--- src/rtl/token_node_pkg.sv ---
// Constants for the reset, start-up and diagnostic block of a token node.
// Assumes a single 25 MHz clock; all counts derive from it.
package token_node_pkg;
  localparam int CLK_HZ = 25000000;
  localparam int CLK_PERIOD_NS = 40;
  // Crystal period assumed equal to the core clock period
  localparam int CRYSTAL_PERIOD_NS = 40;
  localparam int RESET_FILTER_PERIODS = 5;
  localparam int RESET_FILTER_CYCLES =
    (RESET_FILTER_PERIODS * CRYSTAL_PERIOD_NS + CLK_PERIOD_NS - 1) / CLK_PERIOD_NS;
  localparam int DUP_TIME_SHORT_MS = 210;
  localparam int DUP_TIME_LONG_MS = 420;
  localparam int DUP_CYCLES_SHORT = DUP_TIME_SHORT_MS * (CLK_HZ / 1000);
  localparam int DUP_CYCLES_LONG = DUP_TIME_LONG_MS * (CLK_HZ / 1000);
  localparam int CFG_SOFT_RESET_BIT = 7;
  localparam int CFG_JOIN_ENABLE_BIT = 5;
  localparam logic [7:0] CFG_RESET = 8'h00;
  localparam logic [7:0] SETUP_RESET = 8'h00;
  localparam logic [7:0] ID_RESET = 8'h00;
  localparam logic [7:0] RAM_MARKER = 8'hd1;
  localparam logic [10:0] RAM_ADDR_MARKER = 11'h000;
  localparam logic [10:0] RAM_ADDR_ID = 11'h001;
  localparam logic [7:0] NAK_LIMIT_LONG = 8'h80;
  localparam logic [7:0] NAK_LIMIT_SHORT = 8'h04;
endpackage : token_node_pkg

--- src/rtl/token_node_reset_init_diag.sv ---
// Reset filter, start-up, bus type lock and diagnostic flags of a token node.
// Assumes all inputs synchronous to mclk; the protocol engine supplies event pulses.

// Overview of operation
// - Config bit 7 at one holds the device in software reset.
// - Software reset keeps bus mode, pointers, config and setup registers.
// - Hardware reset input filtered; pulses under five crystal periods ignored.
// - Any reset disables transmitter and restores identifier and flag defaults.
// - Core sleeps until a non-zero station identifier is written.
// - Identifier write causes RAM writes: D1 to 0, identifier to 1.
// - Awake core joins network only once join enable bit is set.
// - Duplicate flag set within 210 ms, or 420 ms per timeout selects.
// - Reading the duplicate identifier flag clears it.
// - Joining the network triggers a reconfiguration and self reconfig flag.
// - Tentative identifier write arms match watch; response sets tentative flag.
// - Token reception timer expiry sets the self reconfiguration flag once joined.
// - Reading diagnostic status clears the self reconfiguration flag.
// - Receive activity flag set on logic one at line receive input.
// - Token seen flag set by any token not sent by this node.
// - Excessive NAK flag set after 128 or 4 consecutive NAKs.
// - NAK limit select chooses threshold of 128 or 4.
// - Disable transmitter abandons send; available flag set on next token.
// - Clear flags resets excessive NAK; wrapping counter sets it again.
// - Odd-address write then read locks the host bus interface type.
module token_node_reset_init_diag #(
  parameter int DUP_SHORT_CYCLES = token_node_pkg::DUP_CYCLES_SHORT,
  parameter int DUP_LONG_CYCLES = token_node_pkg::DUP_CYCLES_LONG
) (
  input wire logic mclk,
  input wire logic reset_n,
  input wire logic hard_reset_low_input,
  input wire logic cfg_write,
  input wire logic [7:0] cfg_wdata,
  input wire logic setup_write,
  input wire logic [7:0] setup_wdata,
  input wire logic id_write,
  input wire logic [7:0] id_wdata,
  input wire logic tent_write,
  input wire logic [7:0] tent_wdata,
  input wire logic ptr_write,
  input wire logic [10:0] ptr_wdata,
  input wire logic host_write,
  input wire logic host_read,
  input wire logic host_addr_odd,
  input wire logic host_bus_type_in,
  input wire logic diag_read,
  input wire logic line_receive_input,
  input wire logic token_seen_event,
  input wire logic token_own_tx,
  input wire logic token_dest_match_event,
  input wire logic [7:0] token_dest_id,
  input wire logic response_seen,
  input wire logic dup_id_seen,
  input wire logic reconfig_event_flag_timer_expired,
  input wire logic nak_event,
  input wire logic ack_event,
  input wire logic cmd_clear_flags,
  input wire logic cmd_disable_tx,
  input wire logic token_to_me,
  output logic [7:0] cfg_reg,
  output logic [7:0] auxiliary_setup_register,
  output logic [7:0] station_identifier_register,
  output logic [10:0] addr_pointer,
  output logic bus_type_locked,
  output logic bus_type,
  output logic core_awake,
  output logic node_joined,
  output logic transmit_join_enable,
  output logic transmitter_enabled,
  output logic start_reconfig,
  output logic ram_we,
  output logic [10:0] ram_addr,
  output logic [7:0] ram_wdata,
  output logic self_reconfig_flag,
  output logic duplicate_identifier_flag,
  output logic tentative_match_flag,
  output logic receive_activity_flag,
  output logic token_seen_flag,
  output logic excessive_nak_flag,
  output logic transmitter_available_flag,
  output logic nak_interrupt
);
  typedef enum logic [1:0] {
    RAM_IDLE = 2'b00,
    RAM_MARK = 2'b01,
    RAM_ID = 2'b10
  } ram_state_t;
  logic [2:0] filt_cnt;
  logic hard_rst;
  logic soft_rst;
  logic any_rst;
  logic [31:0] dup_cnt;
  logic dup_armed;
  logic tent_armed;
  logic [7:0] tent_id;
  logic [7:0] nak_cnt;
  logic [7:0] nak_limit;
  logic odd_write_seen;
  logic tx_abandon;
  ram_state_t ram_state;

  // Glitch filter: reset is taken only after a held-low run
  always_ff @(posedge mclk or negedge reset_n) begin
    if (!reset_n) begin
      filt_cnt <= 3'h0;
      hard_rst <= 1'b1;
    end else if (hard_reset_low_input) begin
      filt_cnt <= 3'h0;
      hard_rst <= 1'b0;
    end else if (filt_cnt < 3'(token_node_pkg::RESET_FILTER_CYCLES - 1)) begin
      filt_cnt <= filt_cnt + 3'h1;
    end else begin
      hard_rst <= 1'b1;
    end
  end
  assign soft_rst = cfg_reg[token_node_pkg::CFG_SOFT_RESET_BIT];
  assign any_rst = hard_rst || soft_rst;
  assign transmit_join_enable = cfg_reg[token_node_pkg::CFG_JOIN_ENABLE_BIT];
  // Registers kept across software reset; only hardware reset clears them
  always_ff @(posedge mclk or negedge reset_n) begin
    if (!reset_n) begin
      cfg_reg <= token_node_pkg::CFG_RESET;
      auxiliary_setup_register <= token_node_pkg::SETUP_RESET;
      addr_pointer <= 11'h000;
    end else if (hard_rst) begin
      cfg_reg <= token_node_pkg::CFG_RESET;
      auxiliary_setup_register <= token_node_pkg::SETUP_RESET;
      addr_pointer <= 11'h000;
    end else begin
      // Soft reset leaves these alone so software can drop bit 7 again
      if (cfg_write) cfg_reg <= cfg_wdata;
      if (setup_write) auxiliary_setup_register <= setup_wdata;
      if (ptr_write) addr_pointer <= ptr_wdata;
    end
  end

  // Bus type lock: odd write followed by odd read; soft reset keeps it
  always_ff @(posedge mclk or negedge reset_n) begin
    if (!reset_n) begin
      odd_write_seen <= 1'b0;
      bus_type_locked <= 1'b0;
      bus_type <= 1'b0;
    end else if (hard_rst) begin
      odd_write_seen <= 1'b0;
      bus_type_locked <= 1'b0;
      bus_type <= 1'b0;
    end else if (!bus_type_locked) begin
      if (host_write && host_addr_odd) odd_write_seen <= 1'b1;
      if (host_read && host_addr_odd && odd_write_seen) begin
        bus_type_locked <= 1'b1;
        bus_type <= host_bus_type_in;
      end
    end
  end

  // Station identifier and core wake; setup is expected to be loaded first
  always_ff @(posedge mclk or negedge reset_n) begin
    if (!reset_n) begin
      station_identifier_register <= token_node_pkg::ID_RESET;
      core_awake <= 1'b0;
    end else if (any_rst) begin
      station_identifier_register <= token_node_pkg::ID_RESET;
      core_awake <= 1'b0;
    end else if (id_write) begin
      station_identifier_register <= id_wdata;
      core_awake <= (id_wdata != 8'h00);
    end
  end

  // Two buffer writes after each identifier write taken in RAM_IDLE
  always_ff @(posedge mclk or negedge reset_n) begin
    if (!reset_n) begin
      ram_state <= RAM_IDLE;
    end else if (any_rst) begin
      ram_state <= RAM_IDLE;
    end else begin
      case (ram_state)
        RAM_IDLE: if (id_write) ram_state <= RAM_MARK;
        RAM_MARK: ram_state <= RAM_ID;
        RAM_ID: ram_state <= RAM_IDLE;
        default: ram_state <= RAM_IDLE;
      endcase
    end
  end
  assign ram_we = (ram_state == RAM_MARK) || (ram_state == RAM_ID);
  assign ram_addr = (ram_state == RAM_ID) ? token_node_pkg::RAM_ADDR_ID
                                          : token_node_pkg::RAM_ADDR_MARKER;
  assign ram_wdata = (ram_state == RAM_ID) ? station_identifier_register
                                           : token_node_pkg::RAM_MARKER;
  // Join: awake core waits for join enable, then reconfigures once
  always_ff @(posedge mclk or negedge reset_n) begin
    if (!reset_n) begin
      node_joined <= 1'b0;
      start_reconfig <= 1'b0;
    end else if (any_rst) begin
      node_joined <= 1'b0;
      start_reconfig <= 1'b0;
    end else begin
      start_reconfig <= 1'b0;
      if (core_awake && transmit_join_enable && !node_joined) begin
        node_joined <= 1'b1;
        start_reconfig <= 1'b1;
      end else if (!transmit_join_enable) begin
        node_joined <= 1'b0;
      end else if (node_joined && reconfig_event_flag_timer_expired) begin
        start_reconfig <= 1'b1;
      end
    end
  end
  assign transmitter_enabled = node_joined && !any_rst;
  // Duplicate identifier probe window; limit depends on timeout selects
  always_ff @(posedge mclk or negedge reset_n) begin
    if (!reset_n) begin
      dup_cnt <= 32'h0;
      dup_armed <= 1'b0;
      duplicate_identifier_flag <= 1'b0;
    end else if (any_rst) begin
      dup_cnt <= 32'h0;
      dup_armed <= 1'b0;
      duplicate_identifier_flag <= 1'b0;
    end else begin
      if (id_write) begin
        dup_cnt <= 32'h0;
        dup_armed <= (id_wdata != 8'h00);
      end else if (dup_armed) begin
        // Timeout select bits sit in setup bits 1:0; 1,1 picks short window
        if (dup_cnt >= 32'((auxiliary_setup_register[1:0] == 2'b11)
                           ? DUP_SHORT_CYCLES : DUP_LONG_CYCLES)) begin
          dup_armed <= 1'b0;
        end else begin
          dup_cnt <= dup_cnt + 32'h1;
        end
      end
      // Set wins over a simultaneous read clear
      if (dup_armed && dup_id_seen) duplicate_identifier_flag <= 1'b1;
      else if (diag_read) duplicate_identifier_flag <= 1'b0;
    end
  end

  // Tentative identifier match watch
  always_ff @(posedge mclk or negedge reset_n) begin
    if (!reset_n) begin
      tent_id <= 8'h00;
      tent_armed <= 1'b0;
      tentative_match_flag <= 1'b0;
    end else if (any_rst) begin
      tent_id <= 8'h00;
      tent_armed <= 1'b0;
      tentative_match_flag <= 1'b0;
    end else if (tent_write) begin
      tent_id <= tent_wdata;
      tent_armed <= 1'b1;
      tentative_match_flag <= 1'b0;
    end else if (tent_armed && token_dest_match_event && response_seen
                 && token_dest_id == tent_id) begin
      tentative_match_flag <= 1'b1;
    end
  end

  // Sticky diagnostics; set beats the read clear of self reconfig
  always_ff @(posedge mclk or negedge reset_n) begin
    if (!reset_n) begin
      self_reconfig_flag <= 1'b0;
      receive_activity_flag <= 1'b0;
      token_seen_flag <= 1'b0;
    end else if (any_rst) begin
      self_reconfig_flag <= 1'b0;
      receive_activity_flag <= 1'b0;
      token_seen_flag <= 1'b0;
    end else begin
      if (start_reconfig) self_reconfig_flag <= 1'b1;
      else if (diag_read) self_reconfig_flag <= 1'b0;
      if (line_receive_input) receive_activity_flag <= 1'b1;
      if (token_seen_event && !token_own_tx) token_seen_flag <= 1'b1;
    end
  end
  assign nak_limit = auxiliary_setup_register[2] ? token_node_pkg::NAK_LIMIT_SHORT
                                                 : token_node_pkg::NAK_LIMIT_LONG;
  // Wrapping NAK counter; clear flags only drops the flag
  always_ff @(posedge mclk or negedge reset_n) begin
    if (!reset_n) begin
      nak_cnt <= 8'h00;
      excessive_nak_flag <= 1'b0;
      nak_interrupt <= 1'b0;
    end else if (any_rst) begin
      nak_cnt <= 8'h00;
      excessive_nak_flag <= 1'b0;
      nak_interrupt <= 1'b0;
    end else begin
      nak_interrupt <= 1'b0;
      if (ack_event || cmd_disable_tx) begin
        nak_cnt <= 8'h00;
      end else if (nak_event) begin
        if (nak_cnt + 8'h01 >= nak_limit) begin
          nak_cnt <= 8'h00;
          excessive_nak_flag <= 1'b1;
          nak_interrupt <= 1'b1;
        end else begin
          nak_cnt <= nak_cnt + 8'h01;
        end
      end
      if (cmd_clear_flags && !(nak_event && nak_cnt + 8'h01 >= nak_limit))
        excessive_nak_flag <= 1'b0;
    end
  end

  // Abandon pending send; available flag returns at the next token
  always_ff @(posedge mclk or negedge reset_n) begin
    if (!reset_n) begin
      tx_abandon <= 1'b0;
      transmitter_available_flag <= 1'b1;
    end else if (any_rst) begin
      tx_abandon <= 1'b0;
      transmitter_available_flag <= 1'b1;
    end else if (cmd_disable_tx) begin
      tx_abandon <= 1'b1;
      transmitter_available_flag <= 1'b0; // Not available until the token returns
    end else if (tx_abandon && token_to_me) begin
      tx_abandon <= 1'b0;
      transmitter_available_flag <= 1'b1;
    end
  end

  a_soft_reset_sleeps: assert property (@(posedge mclk) disable iff (!reset_n)
    soft_rst |=> !core_awake && !transmitter_enabled)
    else $error("core awake during soft reset");
  a_soft_keeps_setup: assert property (@(posedge mclk) disable iff (!reset_n)
    soft_rst && !hard_rst && !setup_write |=> $stable(auxiliary_setup_register))
    else $error("setup changed by soft reset");
  a_glitch_filtered: assert property (@(posedge mclk) disable iff (!reset_n)
    $rose(hard_rst) |-> !$past(hard_reset_low_input, 1) && !$past(hard_reset_low_input, 2)
      && !$past(hard_reset_low_input, 3) && !$past(hard_reset_low_input, 4)
      && !$past(hard_reset_low_input, 5))
    else $error("short low pulse caused reset");
  a_zero_id_sleeps: assert property (@(posedge mclk) disable iff (!reset_n)
    id_write && id_wdata == 8'h00 |=> !core_awake)
    else $error("zero identifier woke core");
  a_ram_two_writes: assert property (@(posedge mclk) disable iff (!reset_n)
    id_write && !any_rst && ram_state == RAM_IDLE |=> ram_we && ram_wdata == 8'hd1
      && ram_addr == 11'h000 ##1 ram_we && ram_addr == 11'h001)
    else $error("identifier RAM writes wrong");
  a_join_gated: assert property (@(posedge mclk) disable iff (!reset_n)
    node_joined |-> transmit_join_enable || $past(transmit_join_enable))
    else $error("joined without enable");
  a_join_reconfig_event_flag: assert property (@(posedge mclk) disable iff (!reset_n)
    $rose(node_joined) |=> self_reconfig_flag)
    else $error("join gave no self reconfig");
  a_diag_read_clear: assert property (@(posedge mclk) disable iff (!reset_n)
    diag_read && !start_reconfig && !any_rst |=> !self_reconfig_flag)
    else $error("read did not clear self reconfig");
  a_rx_activity: assert property (@(posedge mclk) disable iff (!reset_n)
    line_receive_input && !any_rst |=> receive_activity_flag)
    else $error("receive activity missed");
  a_own_token_ignored: assert property (@(posedge mclk) disable iff (!reset_n)
    !token_seen_flag && token_own_tx && !any_rst |=> !token_seen_flag)
    else $error("own token counted");
  a_nak_limit_select: assert property (@(posedge mclk) disable iff (!reset_n)
    auxiliary_setup_register[2] && !any_rst && nak_cnt == 8'h03 && nak_event
      && !ack_event && !cmd_disable_tx |=> excessive_nak_flag && nak_interrupt)
    else $error("fourth NAK did not flag");

  c_core_wakes: cover property (@(posedge mclk) disable iff (!reset_n) $rose(core_awake));
  c_node_joins: cover property (@(posedge mclk) disable iff (!reset_n) $rose(node_joined));
  c_exc_nak: cover property (@(posedge mclk) disable iff (!reset_n) $rose(excessive_nak_flag));
  c_dup_flag: cover property (@(posedge mclk) disable iff (!reset_n)
    $rose(duplicate_identifier_flag));
endmodule : token_node_reset_init_diag

--- config.mk ---
export PLATFORM = sky130hd
export DESIGN_NAME = token_node_reset_init_diag
export DESIGN_NICKNAME = d
export VERILOG_FILES = /design/src/rtl/token_node_pkg.sv /design/src/rtl/token_node_reset_init_diag.sv
export SDC_FILE = /design/constraint.sdc
export NUM_CORES = 1
export LEC_CHECK = 0
export ABC_AREA = 0
export ABC_CLOCK_PERIOD_IN_PS = 8000
export BUFFER_PORTS_ARGS = -buffer_cell sky130_fd_sc_hd__buf_2
export CAP_MARGIN = 0
export CORE_UTILIZATION = 50
export DETAILED_ROUTE_END_ITERATION = 7
export GPL_ROUTABILITY_DRIVEN = 0
export GPL_TIMING_DRIVEN = 0
export PLACE_DENSITY_LB_ADDON = 0.3
export SLEW_MARGIN = 20
export SYNTH_ARGS = -nofsm -noshare
export SYNTH_HDL_FRONTEND = slang
export SYNTH_SLANG_ARGS = --single-unit
--- constraint.sdc ---
create_clock -name mclk -period 8 [get_ports mclk]
set_clock_uncertainty 0.2 [all_clocks]
set_input_delay 0.8 -clock mclk [delete_from_list [all_inputs] [get_ports mclk]]
set_output_delay 0.8 -clock mclk [all_outputs]
set_load 0.02 [all_outputs]
==> results.toml, run 1 <==
[logic_synthesis]
synth_area_sq_um = 5330
ys_seq_area_share_pct = 49.8
synth_top_area_share_pct = 48.8
yosys-top-cells-area = "dfrtp_1, mux2i_1, nor2_1"
synth_top_area_cell = "dfrtp_1"
ys.flop_type = "dfrtp_1"
synth_edf_count = 0
syn_inst = 525
synth.top_cells.by_count = "dfrtp_1, nor2_1, mux2i_1"
syn_area_per_cell_sq_um = 10.2
yosysWarnings = 0
async_flop_share_pct = 100
ys_ff_latch = 106
netlist-cell-type-count = 56
yosysMostFrequentCell = "dfrtp_1"

[final_layout]
reg_top3 = "dup_cnt (32), addr_pointer (11)"
diodes = 0
syn_to_final_growth_pct = 20.9
regMostFlops = "dup_cnt"
fillers = 902
largest_register_ffs = 32
drive_above_1_share_pct = 26.8
nets = 767

[global_routing]
antenna_found_initial = 0
grt_pass1_wl_um = 20800
overflow = 0
grt_max_degree = 55
track_usage_pct = 23.2
first_global_vias = 4460

[power]
p_per_area_nw_per_um2 = 204
ir_worst_vdd_mv = 0.172
p_leak_nw = 3.20

[worst_setup_path]
critPathSlowestCell = "or4_1"
critPathBufInv = 2
end_kind = "flip-flop"
critical_path_class = "flip-flop to flip-flop"
cp_top_family = "simple AND/OR/NAND/NOR gates"
start_kind = "flip-flop"
crit_fanout = 10
cp.arrival_ps = 3320
crit_chain = "and2_1 > inv_1 > ha_1 > o2111a_1 > maj3_1 > a31oi_1 > nor4_1 > clkbuf_1 > or4_1 > a21oi_1"
required_ps = 8080
slowest_delay_ps = 510

[sta]
fin_tns_setup_ps = 0
setup_viol = 0
timing.slew.headroom_pct = 48.6
tightest_slew_ps = 765
fin_crit_ps = 3240
worst_hold_slack_ps = 182
slew_violations = 0
fmax_mhz = 309
period_share_pct = 40.5
hold_viol = 0
rsz0062_at_grt = "false"

[cts]
clk_latency_ps = 370
cts_buffer_depth = 2
cts_max_level = 3
cts_sinks = 106
root_buffer = "clkbuf_8"
clkTransAtPathRegs_ps = 100
cts_setup_buffers = 0
cts_buffers = 9
postCtsHoldBufs = 0
cts_tree = "yes"
cts_resized = 0

[placed_design]
dpl.hpwl_um = 9050
port_buffers = 132

[floorplanning]
row_count = 37
die_y_um = 105
die_area_sq_um = 11100
coreArea_sq_um = 10300
fp.dieW_um = 105
pin_count = 146
start_util_pct = 51.7

[flow_run]
drv_cap = 0

[routing]
drt_iter0_markers = 301
dr.pass1.iters = 7
avgRoutedWirePerCell_um = 14.8
via_per_inst = 5.41
drtAntennaViolNets = 0
wl_um = 12100
drc = 0
num_vias = 4434

[worst_hold_path]
hp-class = "primary input to asynchronous set/reset pin"

[status]
outcome = "finished clean"
-- metal layers --
metal  GRT usage, %  share of wire [%]  vias to the layer above  wire length (um)
li1               -                  -                     2130                 -
met1           30.7                 45                     2159              5460
met2           38.7                 49                      127              5920
met3           4.95                4.9                       18               600
met4           6.04                1.2                        0               144
met5              0                  0                        -                 0
-- path summary, 6_finish.rpt --
check | end | slack [ps] | start | depth (start not counted)
worst max-delay path | dup_cnt[11]$_DFFE_PN0P_ | 4760 | auxiliary_setup_register[1]$_DFFE_PN0P_ | 10
min in group mclk | dup_cnt[25]$_DFFE_PN0P_ | 300 | dup_cnt[25]$_DFFE_PN0P_ | 1
worst max register to register | dup_cnt[11]$_DFFE_PN0P_ | 4760 | auxiliary_setup_register[1]$_DFFE_PN0P_ | 10
worst min register to register | dup_cnt[25]$_DFFE_PN0P_ | 300 | dup_cnt[25]$_DFFE_PN0P_ | 1
worst min-delay path | dup_cnt[0]$_DFFE_PN0P_ | 180 | reset_n | 1
max in group asynchronous | transmitter_available_flag$_DFFE_PN1P_ | 6740 | reset_n | 2
-- layout by cell type, fill, tap and decap left out, drive strengths merged, types with 2 or more instances in the layout --
cell    instances
a22o            2
a211o           2
ha             13
xor2            7
nand4b          2
dfstp           2
maj3            2
o21ai           7
o31ai          10
nand2b          6
and3           10
dfrtp         104
inv            14
clkbuf         28
or3             2
a21oi          21
and4            2
mux2i          51
nor2b           3
nand2          22
nor3            4
nand3          21
o211ai          4
or2             4
nand4          12
o21a            4
or4            15
xnor2          12
a31oi           4
buf           155
nor4            6
conb           10
and2           18
nor2           85
a211oi          3
-- metrics by stage --
step	util, %	cell area (sq um)	std cells	setup slack [ps]	power [mW]
final	62.5	6450	819	4760	1.32
after global routing	62.5	6450	819	4500	1.38
after CTS	62.5	6450	819	4770	1.33
after detailed placement	60.4	6240	803	4790	0.978
after global placement	60.0	6200	802	4780	0.963
after floorplan	-	5370	534	5030	0.847
-- cell type report --
cell class / instances / area [sq um] / share of cell area [%]
sequential: 106 / 2660 / 41.2
multi-input combinational: 378 / 2460 / 38.1
timing repair buffer: 133 / 694 / 10.8
buffer: 38 / 213 / 3.30
tap: 136 / 170 / 2.64
clock buffer: 12 / 155 / 2.40
clock inverter: 4 / 57.6 / 0.892
inverter: 12 / 45.0 / 0.698
-- cell families (layout without fill, tap and decap cells) --
kind of cell    after synthesis  after routing  share of synthesized area [%]
buf+inv                      50            199                           4.83
fa+ha+maj                    15             15                           3.42
other cells                   1             10                         0.0703
compound gates               69             69                           8.98
flops                       106            106                           49.8
simple gates                213            213                           20.0
mux                          52             52                           9.78
xor+xnor                     19             19                           3.12
-- power by group --
part	total, mW	switching [mW]	internal (mW)
Clock	0.351	0.185	0.166
Combinational	0.328	0.211	0.117
Sequential	0.637	0.0421	0.595
Total	1.32	0.438	0.878
Note: power is estimated with default switching activity, not from simulation.
==> run 2, diff against run 1 <==
Settings changed: ABC_AREA 0 to 1, ABC_CLOCK_PERIOD_IN_PS 8000 to 2800, CORE_UTILIZATION 50 to 49.
Clock period 8 ns to 2.8 ns, I/O delays scaled along.
==> results.toml, run 2 <==
[status]
outcome = "finished clean"

[sta]
worst_slack_ps = 268
tightest_slew_ps = 632
fin_crit_ps = 2530
fmax_mhz = 395
rsz0062_at_grt = "false"
fin_tns_setup_ps = 0
period_share_pct = 90.4
slew_violations = 0
timing.slew.headroom_pct = 57.8
setup_viol = 0
hold_viol = 0

[cts]
clkTransAtPathRegs_ps = 70
cts_tree = "yes"
cts_buffer_depth = 2
clk_latency_ps = 340
cts_resized = 0
cts_max_level = 3
cts_sinks = 106
root_buffer = "clkbuf_16"
cts_setup_buffers = 0
cts_buffers = 9

[floorplanning]
fp.dieW_um = 111
pin_count = 146
die_y_um = 111
start_util_pct = 50.7
die_area_sq_um = 12300
coreArea_sq_um = 11500
row_count = 39

[global_routing]
track_usage_pct = 25.7
first_global_vias = 5358
grt_max_degree = 68
grt_pass1_wl_um = 25500
overflow = 0
antenna_found_initial = 0

[routing]
num_vias = 5700
wl_um = 15500
avgRoutedWirePerCell_um = 13.9
drtAntennaViolNets = 0
dr.pass1.iters = 5
via_per_inst = 5.12
drc = 0
drt_iter0_markers = 363

[placed_design]
dp.cells = 1054
pre_cts_ws_ps = 347
port_buffers = 132
dpl.hpwl_um = 10700
dpl_cell_area_sq_um = 6720

[logic_synthesis]
netlist-cell-type-count = 37
synth_edf_count = 0
yosys-top-cells-area = "dfrtp_1, nand2_1, nand3_1"
syn_inst = 769
synth_top_area_cell = "dfrtp_1"
yosysMostFrequentCell = "nand2_1"
syn_area_per_cell_sq_um = 7.56
synth.top_cells.by_count = "nand2_1, inv_1, nand3_1"
synth_area_sq_um = 5810
ys_ff_latch = 106
async_flop_share_pct = 100
ys_seq_area_share_pct = 45.7
ys.flop_type = "dfrtp_1"
yosysWarnings = 0
synth_top_area_share_pct = 44.8

[worst_hold_path]
min_to = "duplicate_identifier_flag$_DFFE_PN0P_"
hold_path_depth = 4
hp-class = "primary input to flip-flop"
hp-start = "diag_read"

[flow_run]
drv_cap = 0

[worst_setup_path]
cp.arrival_ps = 2050
required_ps = 2320
start_kind = "flip-flop"
critical_path_class = "flip-flop to output pin"
reg2regPathDepth = 10
reg2reg_from = "nak_cnt[0]$_DFFE_PN0P_"
rr_endpoint = "nak_cnt[4]$_DFFE_PN0P_"
r2r_slack_ps = 300
crit_fanout = 10
end_kind = "output pin"

[power]
p_leak_nw = 3.85
p_per_area_nw_per_um2 = 627
ir_worst_vdd_mv = 0.394

[final_layout]
diodes = 0
drive_above_1_share_pct = 19.2
stdcell_count = 1113
final_cell_mix = "nand2_1, buf_2, inv_1"
nets = 1054
mostFrequentLayoutCell = "nand2_1"
reg_top3 = "dup_cnt (32), addr_pointer (11)"
regMostFlops = "dup_cnt"
largest_register_ffs = 32
syn_to_final_growth_pct = 28.2
postLayoutCellArea_sq_um = 7450
[run 2: cell types whose count changed in the layout (fill, tap and decap cells not counted), sizes merged, moves of 14 or more]
cell / change
dlygate4sd3: +43
nand2: +152
inv: +98
mux2i: -50
and2: -18
o21ai: +48
or4: -15
nor3: +14
nand3: +85
[run 2: what timing repair did]
action | in CTS | in global routing
hold endpoints to repair | 82 | 0
hold buffers | 43 | 0
setup endpoints to repair | 0 | 0
[run 2: metal layers]
layer	global-route usage, %	vias up	wire length (um)
li1	-	2816	-
met1	33.1	2633	6610
met2	43.7	223	7540
met3	4.87	28	1090
met4	7.82	0	239
met5	0	-	0
[run 2: per-stage QoR]
step / total power, mW / hold slack, ps / utilization [%]
detailed placement: 3.35 / 20.8 / 58.6
global placement: 3.32 / 239 / 58.3
floorplan: 2.82 / -216 / -
CTS: 4.69 / 5.01 / 65.0
finish: 4.67 / 5.98 / 65.0
global route: 4.93 / 23.1 / 65.0
[run 2: critical path: stages (launching register included)]
cell and delay (ps):
dfstp_2 620, nor2_2 100, inv_2 190, clkbuf_1 520, nor2_1 70, buf_2 180
[run 2: layout make-up]
type	instances	area [sq um]
buffer	39	211
clock buffer	9	225
clock inverter	7	76.3
fill	981	4020
sequential	106	2660
inverter	111	422
tap	143	179
multi-input combinational	522	2560
timing repair buffer	176	1120
[run 2: cells by family after synthesis]
family / after synthesis / synth area share [%]
buffers and inverters: 150 / 10.9
muxes: 1 / 0.172
xor gates and xnor gates: 16 / 2.41
AOI/OAI and AO/OA: 72 / 6.44
other: 1 / 0.0645
DFF: 106 / 45.7
and+or+nand+nor: 410 / 31.6
adders and majority gates: 13 / 2.80
[run 2: report_power, final]
part / switching (mW) / leakage [nW] / total, mW / internal [mW]
combinational: 0.964 / 2.31 / 1.44 / 0.481
clock: 0.586 / 0.148 / 1.29 / 0.702
sequential: 0.173 / 1.39 / 1.94 / 1.77
total: 1.72 / 3.85 / 4.67 / 2.95
[run 2: worst max path at each step]
stage                                             to  slack, ps  cells past startpoint                               startpoint
after floorplan               dup_cnt[6]$_DFFE_PN0P_        660                     12  auxiliary_setup_register[0]$_DFFE_PN0P_
after CTS                        transmitter_enabled        250                      5                     hard_rst$_DFFE_PN1P_
after global routing          nak_cnt[4]$_DFFE_PN0P_         70                     10                   nak_cnt[0]$_DFFE_PN0P_
final                            transmitter_enabled        270                      5                     hard_rst$_DFFE_PN1P_
after detailed placement      nak_cnt[3]$_DFFE_PN0P_        350                     10                   nak_cnt[0]$_DFFE_PN0P_
after global placement    odd_write_seen$_DFFE_PN0P_         50                      1                                  reset_n
